## src/rtl/sptmr_pkg.sv

```systemverilog
// Constants, field layouts and types shared by the setpoint timer files.
package sptmr_pkg;
	// ==========================================================
	// Clock and time bases
	localparam int CLK_HZ        = 40_000_000;
	localparam int SEC_UNIT_S    = 1;
	localparam int PULSE_UNIT_MS = 10;
	localparam int MS_PER_S      = 1000;
	localparam int MIN_SECS      = 60;
	// ==========================================================
	// Widths
	localparam int DW        = 24;
	localparam int AW        = 4;
	localparam int CW        = 17;
	localparam int LO_W      = 7;
	localparam int PW        = 14;
	localparam int SECW      = 26;
	localparam int PLSW      = 19;
	localparam int MINW      = 6;
	localparam int MA_W      = 2;
	localparam int MEM_DEPTH = 4;
	localparam int ST_W      = 5;
	localparam int CTRL_W    = 11;
	// ==========================================================
	// Register offsets
	localparam logic [AW-1:0] A_CTRL   = 4'h0;
	localparam logic [AW-1:0] A_SP1    = 4'h1;
	localparam logic [AW-1:0] A_SP2    = 4'h2;
	localparam logic [AW-1:0] A_PT1    = 4'h3;
	localparam logic [AW-1:0] A_PT2    = 4'h4;
	localparam logic [AW-1:0] A_COUNT  = 4'h5;
	localparam logic [AW-1:0] A_TOTAL  = 4'h6;
	localparam logic [AW-1:0] A_STATUS = 4'h7;
	localparam logic [AW-1:0] A_MASK   = 4'h8;
	localparam logic [AW-1:0] A_STATE  = 4'h9;
	// ==========================================================
	// Control fields
	localparam int CB_MODE  = 0;
	localparam int CB_SCALE = 3;
	localparam int CB_DOWN  = 5;
	localparam int CB_NE1   = 6;
	localparam int CB_NE2   = 7;
	localparam int CB_AL1   = 8;
	localparam int CB_AL2   = 9;
	localparam int CB_BKEN  = 10;
	localparam int CB_SRST  = 11;
	localparam logic DIR_UP   = 1'b0;
	localparam logic DIR_DOWN = 1'b1;
	// ==========================================================
	// Limits and reset values
	localparam logic [CW-LO_W-1:0] HM_HI_MAX = 10'h063;
	localparam logic [LO_W-1:0]    LO_MAX    = 7'h3B;
	localparam logic [CW-1:0]      SEC_MAX   = 17'h1869F;
	localparam logic [PW-1:0]      PT_MAX    = 14'h270F;
	localparam logic [CTRL_W-1:0]  CTRL_RST  = 11'h000;
	localparam logic [CW-1:0]      SP_RST    = 17'h00000;
	localparam logic [PW-1:0]      PT_RST    = 14'h0000;
	localparam logic [PW-1:0]      PT_ONE    = 14'h0001;
	localparam logic [ST_W-1:0]    ST_RST    = 5'h00;
	localparam logic [DW-1:0]      DW_ZERO   = 24'h000000;
	// ==========================================================
	// Status bits
	localparam int SB_HIT1 = 0;
	localparam int SB_HIT2 = 1;
	localparam int SB_END1 = 2;
	localparam int SB_END2 = 3;
	localparam int SB_REJ  = 4;
	// ==========================================================
	// Back-up memory layout; the marker value is arbitrary.
	localparam logic [MA_W-1:0] MEM_CNT  = 2'h0;
	localparam logic [MA_W-1:0] MEM_TOT  = 2'h1;
	localparam logic [MA_W-1:0] MEM_KEY  = 2'h2;
	localparam logic [DW-1:0]   SAVE_KEY = 24'hA5C35A;
	// ==========================================================
	// Types
	typedef enum logic [2:0] {
		MD_MR1 = 3'b000, MD_MR2 = 3'b001, MD_MR3 = 3'b010, MD_AR1 = 3'b011,
		MD_AR2 = 3'b100, MD_AR3 = 3'b101, MD_AR4 = 3'b110, MD_AR5 = 3'b111
	} sptmr_mode_t;
	typedef enum logic [1:0] {
		SC_HM = 2'b00, SC_MS = 2'b01, SC_SEC = 2'b10, SC_RSV = 2'b11
	} sptmr_scale_t;
	typedef enum logic [2:0] {
		ST_RD_KEY = 3'b000, ST_CHK = 3'b001, ST_LD_CNT = 3'b010, ST_LD_TOT = 3'b011,
		ST_RUN = 3'b100, ST_SV_TOT = 3'b101, ST_SV_KEY = 3'b110
	} sptmr_state_t;
endpackage : sptmr_pkg

```

## src/rtl/sptmr_mem_if.sv

```systemverilog
// Connection between the timer core and its back-up memory.
`timescale 1ns/1ps
interface sptmr_mem_if;
	import sptmr_pkg::*;
	logic            wr_en;
	logic [MA_W-1:0] addr;
	logic [DW-1:0]   wdata;
	logic [DW-1:0]   rdata;
	modport ctl (output wr_en, output addr, output wdata, input rdata);
	modport mem (input wr_en, input addr, input wdata, output rdata);
endinterface : sptmr_mem_if

```

## src/rtl/sptmr_top.sv

```systemverilog
// Setpoint timer with manual and automatic reset modes, pulse outputs and count back-up.
`timescale 1ns/1ps
module sptmr_top #(
	parameter int SEC_CYCLES   = sptmr_pkg::CLK_HZ * sptmr_pkg::SEC_UNIT_S,
	parameter int PULSE_CYCLES = sptmr_pkg::CLK_HZ / sptmr_pkg::MS_PER_S * sptmr_pkg::PULSE_UNIT_MS
) (
	input  wire logic                    core_clk_i,
	input  wire logic                    resetn_i,
	input  wire logic                    run_i,
	input  wire logic                    man_reset_i,
	input  wire logic                    power_fail_i,
	input  wire logic [sptmr_pkg::AW-1:0] reg_addr_i,
	input  wire logic [sptmr_pkg::DW-1:0] reg_wdata_i,
	input  wire logic                    reg_wr_i,
	input  wire logic                    reg_rd_i,
	output logic      [sptmr_pkg::DW-1:0] reg_rdata_o,
	output logic                         out1_o,
	output logic                         out2_o,
	output logic      [sptmr_pkg::CW-1:0] disp_o,
	output logic                         irq_o
);
	import sptmr_pkg::*;

	// ==========================================================
	// Pin synchronisers
	logic [2:0] s1_r, s2_r, s3_r;
	always_ff @(posedge core_clk_i) begin
		if (!resetn_i) begin
			s1_r <= 3'h0;
			s2_r <= 3'h0;
			s3_r <= 3'h0;
		end else begin
			s1_r <= {power_fail_i, man_reset_i, run_i};
			s2_r <= s1_r;
			s3_r <= s2_r;
		end
	end
	logic run_lvl, mrst_ev, pf_ev;
	assign run_lvl = s2_r[0];
	assign mrst_ev = s2_r[1] & ~s3_r[1];
	assign pf_ev   = s2_r[2] & ~s3_r[2];

	// ==========================================================
	// Registers and decode
	logic [CTRL_W-1:0] ctrl_r;
	logic [CW-1:0]     sp1_r, sp2_r, count_r, count_nxt;
	logic [PW-1:0]     pt1_r, pt2_r;
	logic [DW-1:0]     total_r, total_nxt, rdata_nxt;
	logic [ST_W-1:0]   status_r, mask_r, events;
	logic [1:0]        act_r, act_nxt, p_done;
	logic              halt_r, halt_nxt, show_r, show_nxt;
	sptmr_state_t      state_r, state_nxt;
	sptmr_mode_t       mode;
	logic              sexa, down, alarm1, alarm2, bk_en, soft_rst;
	logic              wr_ctrl, wr_sp1, wr_sp2, wr_pt1, wr_pt2, wr_stat, wr_mask;
	logic              sp_ok, pt_ok;
	sptmr_mem_if       memif ();

	assign mode     = sptmr_mode_t'(ctrl_r[CB_MODE +: 3]);
	assign sexa     = ctrl_r[CB_SCALE +: 2] != SC_SEC;
	assign down     = ctrl_r[CB_DOWN] == DIR_DOWN;
	assign alarm1   = ctrl_r[CB_AL1];
	assign alarm2   = ctrl_r[CB_AL2];
	assign bk_en    = ctrl_r[CB_BKEN];
	assign wr_ctrl  = reg_wr_i && reg_addr_i == A_CTRL;
	assign wr_sp1   = reg_wr_i && reg_addr_i == A_SP1;
	assign wr_sp2   = reg_wr_i && reg_addr_i == A_SP2;
	assign wr_pt1   = reg_wr_i && reg_addr_i == A_PT1;
	assign wr_pt2   = reg_wr_i && reg_addr_i == A_PT2;
	assign wr_stat  = reg_wr_i && reg_addr_i == A_STATUS;
	assign wr_mask  = reg_wr_i && reg_addr_i == A_MASK;
	assign soft_rst = wr_ctrl && reg_wdata_i[CB_SRST];
	// Setpoints outside the scale's range are refused and flagged.
	assign sp_ok = reg_wdata_i[DW-1:CW] == '0 && (sexa ?
		(reg_wdata_i[CW-1:LO_W] <= HM_HI_MAX && reg_wdata_i[LO_W-1:0] <= LO_MAX) :
		reg_wdata_i[CW-1:0] <= SEC_MAX);
	assign pt_ok = reg_wdata_i[DW-1:PW] == '0 && reg_wdata_i[PW-1:0] <= PT_MAX;

	always_ff @(posedge core_clk_i) begin
		if (!resetn_i) begin
			ctrl_r <= CTRL_RST;
			sp1_r  <= SP_RST;
			sp2_r  <= SP_RST;
			pt1_r  <= PT_RST;
			pt2_r  <= PT_RST;
			mask_r <= ST_RST;
		end else begin
			if (wr_ctrl) ctrl_r <= reg_wdata_i[CTRL_W-1:0];
			if (wr_sp1 && sp_ok) sp1_r <= reg_wdata_i[CW-1:0];
			if (wr_sp2 && sp_ok) sp2_r <= reg_wdata_i[CW-1:0];
			if (wr_pt1 && pt_ok) pt1_r <= reg_wdata_i[PW-1:0];
			if (wr_pt2 && pt_ok) pt2_r <= reg_wdata_i[PW-1:0];
			if (wr_mask) mask_r <= reg_wdata_i[ST_W-1:0];
		end
	end

	always_comb begin
		rdata_nxt = DW_ZERO;
		if (reg_addr_i == A_CTRL) rdata_nxt = DW'(ctrl_r);
		else if (reg_addr_i == A_SP1) rdata_nxt = DW'(sp1_r);
		else if (reg_addr_i == A_SP2) rdata_nxt = DW'(sp2_r);
		else if (reg_addr_i == A_PT1) rdata_nxt = DW'(pt1_r);
		else if (reg_addr_i == A_PT2) rdata_nxt = DW'(pt2_r);
		else if (reg_addr_i == A_COUNT) rdata_nxt = DW'(count_r);
		else if (reg_addr_i == A_TOTAL) rdata_nxt = total_r;
		else if (reg_addr_i == A_STATUS) rdata_nxt = DW'(status_r);
		else if (reg_addr_i == A_MASK) rdata_nxt = DW'(mask_r);
		else if (reg_addr_i == A_STATE) rdata_nxt = DW'({state_r, show_r, halt_r, act_r, run_lvl});
	end

	// ==========================================================
	// Time bases
	logic [SECW-1:0] sec_cnt_r;
	logic [MINW-1:0] min_cnt_r;
	logic [PLSW-1:0] pls_cnt_r;
	logic            sec_tick, min_tick, pls_tick, unit_tick, step;
	assign sec_tick  = sec_cnt_r == SECW'(SEC_CYCLES - 1);
	assign min_tick  = sec_tick && min_cnt_r == MINW'(MIN_SECS - 1);
	assign pls_tick  = pls_cnt_r == PLSW'(PULSE_CYCLES - 1);
	assign unit_tick = ctrl_r[CB_SCALE +: 2] == SC_HM ? min_tick : sec_tick;
	// A pause keeps the count; timing resumes from it when the input returns.
	assign step = unit_tick && run_lvl && !halt_r && state_r == ST_RUN;
	always_ff @(posedge core_clk_i) begin
		if (!resetn_i) begin
			sec_cnt_r <= '0;
			min_cnt_r <= '0;
			pls_cnt_r <= '0;
		end else begin
			sec_cnt_r <= sec_tick ? '0 : sec_cnt_r + SECW'(1);
			pls_cnt_r <= pls_tick ? '0 : pls_cnt_r + PLSW'(1);
			if (sec_tick) min_cnt_r <= min_tick ? '0 : min_cnt_r + MINW'(1);
		end
	end

	// ==========================================================
	// Count stepping and setpoint compare
	function automatic logic [CW-1:0] sptmr_step(input logic [CW-1:0] v, input logic dn,
			input logic sx);
		logic [CW-1:0] r;
		r = v + CW'(1);
		if (!dn && sx && v[LO_W-1:0] == LO_MAX) begin
			r = {v[CW-1:LO_W] + (CW-LO_W)'(1), LO_W'(0)};
		end else if (dn) begin
			if (v == '0) r = v;
			else if (sx && v[LO_W-1:0] == '0) r = {v[CW-1:LO_W] - (CW-LO_W)'(1), LO_MAX};
			else r = v - CW'(1);
		end
		return r;
	endfunction : sptmr_step

	logic [CW-1:0] cnt_step, start_val, end_val;
	logic          hit1_ev, hit2_ev, any_rst, mr_hold;
	assign cnt_step  = sptmr_step(count_r, down, sexa);
	assign start_val = down ? sp2_r : SP_RST;
	assign end_val   = down ? SP_RST : sp2_r;
	assign hit1_ev   = step && cnt_step == sp1_r;
	assign hit2_ev   = step && cnt_step == end_val;
	assign any_rst   = mrst_ev || soft_rst;
	assign mr_hold   = (mode == MD_MR1 || mode == MD_MR2) && !alarm2;

	// ==========================================================
	// Reset modes
	always_comb begin
		count_nxt = count_r;
		total_nxt = total_r;
		act_nxt   = act_r;
		halt_nxt  = halt_r;
		show_nxt  = show_r;
		if (any_rst) begin
			count_nxt = start_val;
			act_nxt   = 2'b00;
			halt_nxt  = 1'b0;
			show_nxt  = 1'b0;
		end else if (state_r == ST_LD_CNT) begin
			count_nxt = memif.rdata[CW-1:0];
		end else if (state_r == ST_LD_TOT) begin
			total_nxt = memif.rdata;
		end else begin
			if (step) count_nxt = cnt_step;
			if (hit1_ev && mode != MD_AR5) act_nxt[0] = 1'b1;
			if (hit2_ev) begin
				act_nxt[1] = mode != MD_AR5;
				case (mode)
					MD_MR2: halt_nxt = 1'b1;
					MD_AR2: halt_nxt = 1'b1;
					MD_AR1: begin
						total_nxt = total_r + DW'(cnt_step);
						count_nxt = start_val;
						act_nxt[0] = act_nxt[0] && alarm1;
					end
					MD_AR3: begin
						count_nxt = start_val;
						show_nxt  = 1'b1;
						act_nxt[0] = act_nxt[0] && alarm1;
					end
					MD_AR5: begin
						act_nxt[0] = ~act_r[0];
						count_nxt  = start_val;
					end
					default: ;
				endcase
			end
			if (p_done[0] && alarm1) act_nxt[0] = 1'b0;
			// Manual modes one and two ignore the pulse time of output two while alarm two is off.
			if (p_done[1] && !mr_hold) begin
				act_nxt[1] = 1'b0;
				case (mode)
					MD_AR2: begin
						halt_nxt  = 1'b0;
						count_nxt = start_val;
						act_nxt[0] = act_nxt[0] && alarm1;
					end
					MD_AR3: show_nxt = 1'b0;
					MD_AR4: begin
						count_nxt = start_val;
						act_nxt[0] = act_nxt[0] && alarm1;
					end
					default: ;
				endcase
			end
		end
	end

	// ==========================================================
	// Pulse timers
	logic [1:0] act_start;
	assign act_start = act_nxt & ~act_r;
	for (genvar i = 0; i < 2; i++) begin : g_pulse
		logic [PW-1:0] pcnt_r;
		logic [PW-1:0] ptime;
		assign ptime = i == 0 ? pt1_r : pt2_r;
		// A zero pulse time never expires, so the output holds indefinitely.
		assign p_done[i] = act_r[i] && ptime != PT_RST && pls_tick && pcnt_r == ptime - PT_ONE;
		always_ff @(posedge core_clk_i) begin
			if (!resetn_i || !act_r[i] || act_start[i]) pcnt_r <= PT_RST;
			else if (pls_tick && pcnt_r != ptime) pcnt_r <= pcnt_r + PT_ONE;
		end
	end

	// ==========================================================
	// Back-up sequencing
	sptmr_backup_mem u_mem (
		.core_clk_i (core_clk_i),
		.mem_if     (memif)
	);
	// Without back-up the marker is wiped, so nothing is restored next time.
	assign memif.wr_en = (state_r == ST_RUN && pf_ev) || state_r == ST_SV_TOT ||
		state_r == ST_SV_KEY;
	// Reads are registered: each state sets the address of the word the next state takes.
	assign memif.addr  = (state_r == ST_RD_KEY || state_r == ST_SV_KEY) ? MEM_KEY :
		(state_r == ST_LD_CNT || state_r == ST_SV_TOT) ? MEM_TOT : MEM_CNT;
	assign memif.wdata = state_r == ST_SV_TOT ? total_r :
		state_r == ST_SV_KEY ? (bk_en ? SAVE_KEY : DW_ZERO) : DW'(count_r);
	always_comb begin
		state_nxt = state_r;
		case (state_r)
			ST_RD_KEY: state_nxt = ST_CHK;
			ST_CHK: begin
				// A memory that was never written must fall through to a cold start.
				if (memif.rdata == SAVE_KEY) state_nxt = ST_LD_CNT;
				else state_nxt = ST_RUN;
			end
			ST_LD_CNT: state_nxt = ST_LD_TOT;
			ST_LD_TOT: state_nxt = ST_RUN;
			ST_RUN:    state_nxt = pf_ev ? (bk_en ? ST_SV_TOT : ST_SV_KEY) : ST_RUN;
			ST_SV_TOT: state_nxt = ST_SV_KEY;
			ST_SV_KEY: state_nxt = ST_RUN;
			default:   state_nxt = ST_RUN;
		endcase
	end

	// ==========================================================
	// Core state, status and outputs
	assign events = {1'b0, p_done[1], p_done[0], hit2_ev, hit1_ev} |
		{(wr_sp1 || wr_sp2) && !sp_ok, 4'h0};
	always_ff @(posedge core_clk_i) begin
		if (!resetn_i) begin
			count_r     <= SP_RST;
			total_r     <= DW_ZERO;
			act_r       <= 2'b00;
			halt_r      <= 1'b0;
			show_r      <= 1'b0;
			state_r     <= ST_RD_KEY;
			status_r    <= ST_RST;
			reg_rdata_o <= DW_ZERO;
			out1_o      <= 1'b0;
			out2_o      <= 1'b0;
			disp_o      <= SP_RST;
			irq_o       <= 1'b0;
		end else begin
			count_r     <= count_nxt;
			total_r     <= total_nxt;
			act_r       <= act_nxt;
			halt_r      <= halt_nxt;
			show_r      <= show_nxt;
			state_r     <= state_nxt;
			// A new event outranks a clear written in the same cycle.
			status_r    <= (status_r & ~(wr_stat ? reg_wdata_i[ST_W-1:0] : ST_RST)) | events;
			reg_rdata_o <= reg_rd_i ? rdata_nxt : DW_ZERO;
			out1_o      <= act_nxt[0] ^ ctrl_r[CB_NE1];
			out2_o      <= act_nxt[1] ^ ctrl_r[CB_NE2];
			disp_o      <= show_nxt ? sp2_r : count_nxt;
			irq_o       <= |((status_r | events) & mask_r);
		end
	end

	// ==========================================================
	// Checks
	a_hit_sets_out1: assert property (@(posedge core_clk_i) disable iff (!resetn_i)
		hit1_ev && mode != MD_AR5 && !any_rst |=> act_r[0]) else $error("out1 not set on hit");
	a_hm_sp_limit: assert property (@(posedge core_clk_i) disable iff (!resetn_i)
		wr_sp1 && sexa && reg_wdata_i[LO_W-1:0] > LO_MAX |=> $stable(sp1_r))
		else $error("minutes above limit taken");
	a_sec_sp_limit: assert property (@(posedge core_clk_i) disable iff (!resetn_i)
		wr_sp2 && !sexa && reg_wdata_i[CW-1:0] > SEC_MAX |=> $stable(sp2_r))
		else $error("seconds setpoint above limit taken");
	a_mr2_halt_holds: assert property (@(posedge core_clk_i) disable iff (!resetn_i)
		hit2_ev && mode == MD_MR2 && !any_rst ##1 !any_rst |=> halt_r && $stable(count_r))
		else $error("halt not kept");
	a_ar1_restart: assert property (@(posedge core_clk_i) disable iff (!resetn_i)
		hit2_ev && mode == MD_AR1 && !any_rst |=>
		count_r == $past(start_val) && total_r == $past(total_r) + DW'($past(cnt_step)))
		else $error("auto one restart wrong");
	a_ar2_hold: assert property (@(posedge core_clk_i) disable iff (!resetn_i)
		halt_r && mode == MD_AR2 && !p_done[1] && !any_rst && state_r == ST_RUN
		|=> $stable(count_r)) else $error("count moved while held");
	a_ar3_display: assert property (@(posedge core_clk_i) disable iff (!resetn_i)
		hit2_ev && mode == MD_AR3 && !any_rst |=> disp_o == $past(sp2_r))
		else $error("setpoint not shown");
	a_ar5_toggle: assert property (@(posedge core_clk_i) disable iff (!resetn_i)
		hit2_ev && mode == MD_AR5 && !any_rst |=> act_r[0] != $past(act_r[0]))
		else $error("out1 not toggled");
	a_reset_load: assert property (@(posedge core_clk_i) disable iff (!resetn_i)
		mrst_ev |=> count_r == $past(start_val) && act_r == 2'b00)
		else $error("reset load wrong");
	a_pause_freeze: assert property (@(posedge core_clk_i) disable iff (!resetn_i)
		!run_lvl && state_r == ST_RUN && !any_rst && !p_done[1] |=> $stable(count_r))
		else $error("count moved during pause");
	a_alarm_end: assert property (@(posedge core_clk_i) disable iff (!resetn_i)
		p_done[0] && alarm1 && !hit1_ev && !any_rst |=> !act_r[0] ##1 out1_o == ctrl_r[CB_NE1])
		else $error("alarm output not released");
endmodule : sptmr_top

```

## src/rtl/sptmr_backup_mem.sv

```systemverilog
// Small retained memory holding the count across a power loss.
`timescale 1ns/1ps
module sptmr_backup_mem (
	input wire logic    core_clk_i,
	sptmr_mem_if.mem    mem_if
);
	import sptmr_pkg::*;
	// ==========================================================
	// Storage
	// No reset on purpose: the contents must survive a reset of the core.
	logic [DW-1:0] store_r [MEM_DEPTH];
	always_ff @(posedge core_clk_i) begin
		if (mem_if.wr_en) begin
			store_r[mem_if.addr] <= mem_if.wdata;
		end
		mem_if.rdata <= store_r[mem_if.addr];
	end
endmodule : sptmr_backup_mem

```

## config.mk

```make
export PLATFORM = sky130hd
export DESIGN_NAME = sptmr_top
export DESIGN_NICKNAME = d
export VERILOG_FILES = /design/src/rtl/sptmr_pkg.sv /design/src/rtl/sptmr_mem_if.sv /design/src/rtl/sptmr_top.sv /design/src/rtl/sptmr_backup_mem.sv
export SDC_FILE = /design/constraint.sdc
export NUM_CORES = 1
export LEC_CHECK = 0
export BUFFER_PORTS_ARGS = -buffer_cell sky130_fd_sc_hd__buf_2
export CAP_MARGIN = 20
export CORE_UTILIZATION = 26
export CTS_CLUSTER_SIZE = 16
export DETAILED_ROUTE_END_ITERATION = 10
export GPL_ROUTABILITY_DRIVEN = 0
export PLACE_DENSITY = 0.36
export SLEW_MARGIN = 20
export SYNTH_ARGS = -nofsm -noshare
export SYNTH_HDL_FRONTEND = slang
export SYNTH_SLANG_ARGS = --single-unit
export TNS_END_PERCENT = 20
```

## constraint.sdc

```tcl
create_clock -name core_clk_i -period 5.8 [get_ports core_clk_i]
set_clock_uncertainty 0.1 [all_clocks]
set_input_delay 0.58 -clock core_clk_i [delete_from_list [all_inputs] [get_ports core_clk_i]]
set_output_delay 0.58 -clock core_clk_i [all_outputs]
set_load 0.05 [all_outputs]
```

== Word-level counts from Yosys, hierarchy flattened ==
Memories as Yosys holds them, arrays and structs flattened. A register that Yosys moved wholly into a read port is not among the register bits.
Index checks and enable logic that the tools add are counted.

* Flip-flop bits (word level): 263
* Latch bits: 0
* RAM bits: 96
* Memory bits (read-only): 0
* Input bits: 35
* Output and inout port bits: 44
* Word-level logic and storage cells: 252
* Memories kept: 1

* Add/sub/neg operators: 12
* $mul: 0
* Divide/modulo/power cells: 0
* Magnitude comparators: 4
* Equal/unequal tests: 34
* Shift operators: 0
* Muxes and demuxes: 69
* Bitwise logic cells: 20
* Reduce and logical (&&, ||, !) cells: 84

{| class="wikitable"
|+ Memories
! memory !! depth !! width !! read ports !! clocked after Yosys merged registers in !! write ports !! line !! RTL
|-
| u_mem.store_r || 4 || 24 || 1 || 1 || 1 || sptmr_backup_mem.sv:11 || <nowiki>logic [DW-1:0] store_r [MEM_DEPTH];</nowiki>
|}

{| class="wikitable"
|+ Operators with widths
! kind !! number
|-
| 2-to-1 mux 17 bit || 20
|-
| 2-to-1 mux 24 bit || 7
|-
| logical AND 1 bit || 40
|-
| == test 17 bit || 2
|-
| adder 14 x 1 -> 14 bit, second input constant || 2
|-
| == test 14 bit || 2
|-
| != test 14 bit || 2
|-
| nonzero test 14 bit || 2
|-
| subtractor 14 x 1 -> 14 bit, second input constant || 2
|-
| adder 26 x 1 -> 26 bit, second input constant || 1
|-
| == test 26 bit, second input constant || 1
|-
| 2-to-1 mux 1 bit || 25
|-
| adder 24 x 17 -> 24 bit || 1
|-
| == test 24 bit, second input constant || 1
|-
| 2-to-1 mux 8 bit || 3
|-
| == test 3 bit, second input constant || 7
|-
| adder 19 x 1 -> 19 bit, second input constant || 1
|-
| == test 19 bit, second input constant || 1
|-
| adder 17 x 1 -> 17 bit, second input constant || 1
|-
| less-or-equal comparator 17 bit, second input constant || 1
|-
| zero test 17 bit || 1
|-
| subtractor 17 x 1 -> 17 bit, second input constant || 1
|-
| == test 4 x 3 -> 1 bit, second input constant || 4
|-
| 2-to-1 mux 2 bit || 8
|-
| 44 further kinds || 87
|}

== Depth between registers and ports, before layout ==
* Depth in word-level cells: 28
* Depth in mapped cells: 23
* Depth with buffers taken out: 21

== Modules after synthesis ==
A second synthesis with hierarchy kept.

* Cell total of the unflattened synthesis: 2307
* Area, all modules: 20892.5 µm²

{| class="wikitable"
|+ By module, submodules not included
! module !! times used !! cells each !! area an instance (µm²)
|-
| sptmr_top || 1 || 2153 || 16877.4
|-
| sptmr_backup_mem || 1 || 154 || 4015.1
|}

== Worst setup path after synthesis ==
OpenSTA, ideal clock, no wires.

* Path type: register -> register
* Start: reg count_r[0]
* End: reg total_r[19]
* Library setup time: 0.119 ns
* Arrival: 5.055 ns
* Data required time: 5.581 ns
* Setup slack: 0.526 ns
* Cell stages (with the launch flop): 21
* Period minus slack after synthesis: 5.274 ns
* Cells stage by stage: dfxtp_1 clkbuf_1 inv_1 ha_1 or4b_1 or3_1 buf_2 or3_1 a31oi_1 inv_1 ha_1 a21o_1 a21o_1 a2111oi_0 or4b_2 a31o_2 o21ai_0 nor2_1 o21ai_0 a41oi_1 o221a_2

* Cells in the longest elaborated chain, start to end: 10

{| class="wikitable"
|+ Ends and longest elaborated chain
! element !! line !! RTL
|-
| from (decl) || sptmr_top.sv:46 || <nowiki>logic [CW-1:0] sp1_r, sp2_r, count_r, count_nxt;</nowiki>
|-
| from (signal assigned) || sptmr_top.sv:291 || <nowiki>count_r <= count_nxt;</nowiki>
|-
| parallel branches: the longest is 5 deep, another holds subtractor 17 x 1 -> 17 bit || n/a ||
|-
| 2-to-1 mux 17 bit * || sptmr_top.sv:141 || <nowiki>if (!dn && sx && v[LO_W-1:0] == LO_MAX) begin</nowiki>
|-
| adder 24 x 17 -> 24 bit / == test 17 bit (equally long branches) || sptmr_top.sv:187, sptmr_top.sv:157 ||
|-
| 2-to-1 mux 24 bit / logical AND 1 bit (equally long branches) || sptmr_top.sv:183, sptmr_top.sv:157 ||
|-
| 2-to-1 mux 24 bit / nonzero test 2 bit (equally long branches) || n/a ||
|-
| 2-to-1 mux 24 bit / AND reduction 4 bit (equally long branches) || n/a ||
|-
| to (signal assigned) || sptmr_top.sv:292 || <nowiki>total_r <= total_nxt;</nowiki>
|-
| to (decl) || sptmr_top.sv:48 || <nowiki>logic [DW-1:0] total_r, total_nxt, rdata_nxt;</nowiki>
|}

Every way passes the cells marked *. The select of a mux whose other input is x is not followed.
A chain may end at the register's enable or synchronous reset.

== Worst setup path after layout ==
* Start: reg count_r[0]
* End: reg total_r[23]

The elaborated chain is that of the path after synthesis.

==> flow_metrics.tcl <==
set metrics [dict create \
    outcome "finished, final reports clean" \
    max_slew_margin 0.246 \
    viasPerCell 5.26 \
    setup_viol 0 \
    wl_um 84800 \
    gr-usage-all-layers 0.213 \
    post-route-min-period_ns 5.53 \
    cts_made_buffers 46 \
    design_area_sq_um 23400 \
    postCtsSetupBuffers 0 \
    synth_area_sq_um 20000 \
    critPathLaunchType "flip-flop" \
    synth_edf_count 72 \
    fin_nets 2454 \
    fmax_mhz 181 \
    ys_ff_latch 358 \
    ys.flop_type "dfxtp_1" \
    ys_top_cells_by_area "dfxtp_1, edfxtp_1, mux2i_1" \
    clock_path_buffers 3 \
    async_flop_share 0 \
    synth_fp_nets 2401 \
    path_max_fanout 10 \
    placed_area_sq_um 21700 \
    post-route-period-util 0.953 \
    final_layout_size_suffix_gt1_frac 0.122 \
    initial_core_util 0.263 \
    hold_violations 0 \
    die_w_um 279 \
    synth_largest_area_cell "dfxtp_1" \
    netlist_instances 2335 \
    yosysMostFrequentCell "nor2_1" \
    synth_warnings 0 \
    grt_pass1_vias 17449 \
    fp.dieH_um 279 \
    clkLatencyLatePin_ns 0.61 \
    drtIter0Drc 1629 \
    cap_violations 0 \
    diodes 0 \
    yosys-top-cells-count "nor2_1, dfxtp_1, nand2_1" \
    crit_path_end_kind "flip-flop" \
    grt_pass1_wl_um 123000 \
    drtPass1Iterations 5 \
    ys_seq_area_frac 0.395 \
    tritoncts "yes" \
    final_util 0.308 \
    postCtsHoldBufs 0 \
    postSynthAreaPerCell_sq_um 8.56 \
    path_clk_slew_ns 0.06 \
    synth_top_cell_area_share 0.286 \
    drc_errors 0 \
    core_sq_um 75900 \
    cts.sinks 358 \
    vias 18183 \
    ios 79 \
    drv_slew 0 \
    hold_slack_ns 0.0912 \
    worstMarginPinSlew_ns 1.13 \
    crit_arrival_ns 5.97 \
    path_class "flip-flop to flip-flop" \
    gr-total-overflow 0 \
    tns_ns 0 \
    grt_max_degree 78 \
    die_area_sq_um 78000 \
    cp.required_ns 6.24 \
    cts_root_buf "clkbuf_16" \
    hp-class "primary input to flip-flop" \
    p_leak_uw 0.00914 \
    syn_to_final_growth_pct 16.9 \
    power_density_nw_per_um2 275 \
    final_antenna_net_count 0 \
    hpwl_um 62400 \
    row_count 101 \
    wl_per_cell_um 24.5 \
    vdd_ir_drop_max_v 0.000184 \
    io_buffers 78 \
    synth_cell_types 95 \
    antenna_found_initial 6 \
    htreeDepth 2 \
]
-- layer usage --
layer	global-route usage	vias up	part of all wire
li1	-	8569	-
met1	0.299	8826	0.46
met2	0.322	655	0.42
met3	0.0452	131	0.079
met4	0.0690	2	0.031
met5	0	-	0.00013
-- where the power goes --
part	total (uW)	internal (uW)	leakage (uW)	switching [uW]
clock network	3020	1820	0.000779	1210
logic	730	233	0.00537	497
registers	2660	2600	0.00299	64.0
total	6420	4650	0.00914	1770
-- cells in the final DEF, fill, tap and decap left out, types with 19 or more instances in the layout --
cell	n
nand4_1	31
nor2b_1	19
a31oi_1	25
or3_1	32
clkbuf_16	47
buf_2	78
and3_1	37
nor4_1	31
xnor2_1	71
nor3_1	57
inv_1	52
dfxtp_1	285
nand3_1	73
xor2_1	74
mux2i_1	143
ha_1	30
and2_1	30
a21oi_1	117
edfxtp_1	72
o21ai_0	130
a211oi_1	19
nor2_1	287
nand2_1	223
buf_4	80
-- through the flow --
| step | power, uW | worst slack [ns] | cells |
|---|---|---|---|
| floorplan | 3140 | 0.526 | 2335 |
| global placement | 3440 | 0.287 | 3370 |
| detailed placement | 3440 | 0.204 | 3370 |
| CTS | 6510 | 0.131 | 3456 |
| global route | 6660 | -0.0275 | 3456 |
| finish | 6420 | 0.270 | 3456 |
-- flip-flops by register name, summed over array words and instances, names as in the netlist, 11 cells and up --
| name | flops |
|---|---|
| reg_rdata_o | 24 |
| pls_cnt_r | 19 |
| g_pulse.ptime | 28 |
| u_mem.store_r | 72 |
| ctrl_r | 11 |
| total_r | 24 |
| sp1_r | 17 |
| u_mem.mem_if.rdata | 24 |
| sp2_r | 17 |
| g_pulse.pcnt_r | 28 |
| count_r | 17 |
| sec_cnt_r | 26 |
| disp_o | 17 |
-- layout make-up --
class	instances	area, sq um
timing repair buffer	161	1050
tap	1030	1290
multi-input combinational	1767	11300
clock inverter	12	184
inverter	54	205
fill	8065	52600
sequential	358	7890
clock buffer	74	1420
-- critical path, cell delays in order, from the launching register on --
cell and delay [ns]:
dfxtp_1 0.31, inv_1 0.11, ha_1 0.22, or4b_1 0.50, or3_1 0.48, o21a_1 0.41, a21oi_1 0.37, xnor2_1 0.25
inv_1 0.09, ha_1 0.37, nand3_1 0.08, or4b_2 0.68, a31o_2 0.26, o21ai_1 0.27, nor2_1 0.09, o21ai_0 0.20
buf_4 0.17, nand3_1 0.12, o31ai_1 0.23, o2bb2ai_1 0.15
-- worst paths after layout --
path / slack, ns / cells after the start / startpoint / to
max: 0.27 / 19 / count_r[0] / total_r[23]
min: 0.09 / 2 / power_fail_i / s1_r[2]
max reg2reg: 0.27 / 19 / count_r[0] / total_r[23]
min reg2reg: 0.34 / 2 / u_mem.store_r[2][17] / u_mem.mem_if.rdata[17]
-- logic make-up (layout without fill, tap and decap cells) --
logic type | Yosys count | count (layout) | synth area share
compound gates | 513 | 513 | 0.173
xor+xnor | 150 | 150 | 0.0692
fa+ha+maj | 31 | 31 | 0.0198
buf+inv | 210 | 301 | 0.0418
flops | 358 | 358 | 0.395
mux | 154 | 154 | 0.0784
simple gates | 919 | 919 | 0.223
-- what timing repair did --
| action | 4_1_cts | 5_1_grt |
|---|---|---|
| setup endpoints to repair | 0 | 8 |
| hold endpoints to repair | 0 | 0 |
| gates resized for setup | 0 | 5 |
(Power assumes the default switching activity.)
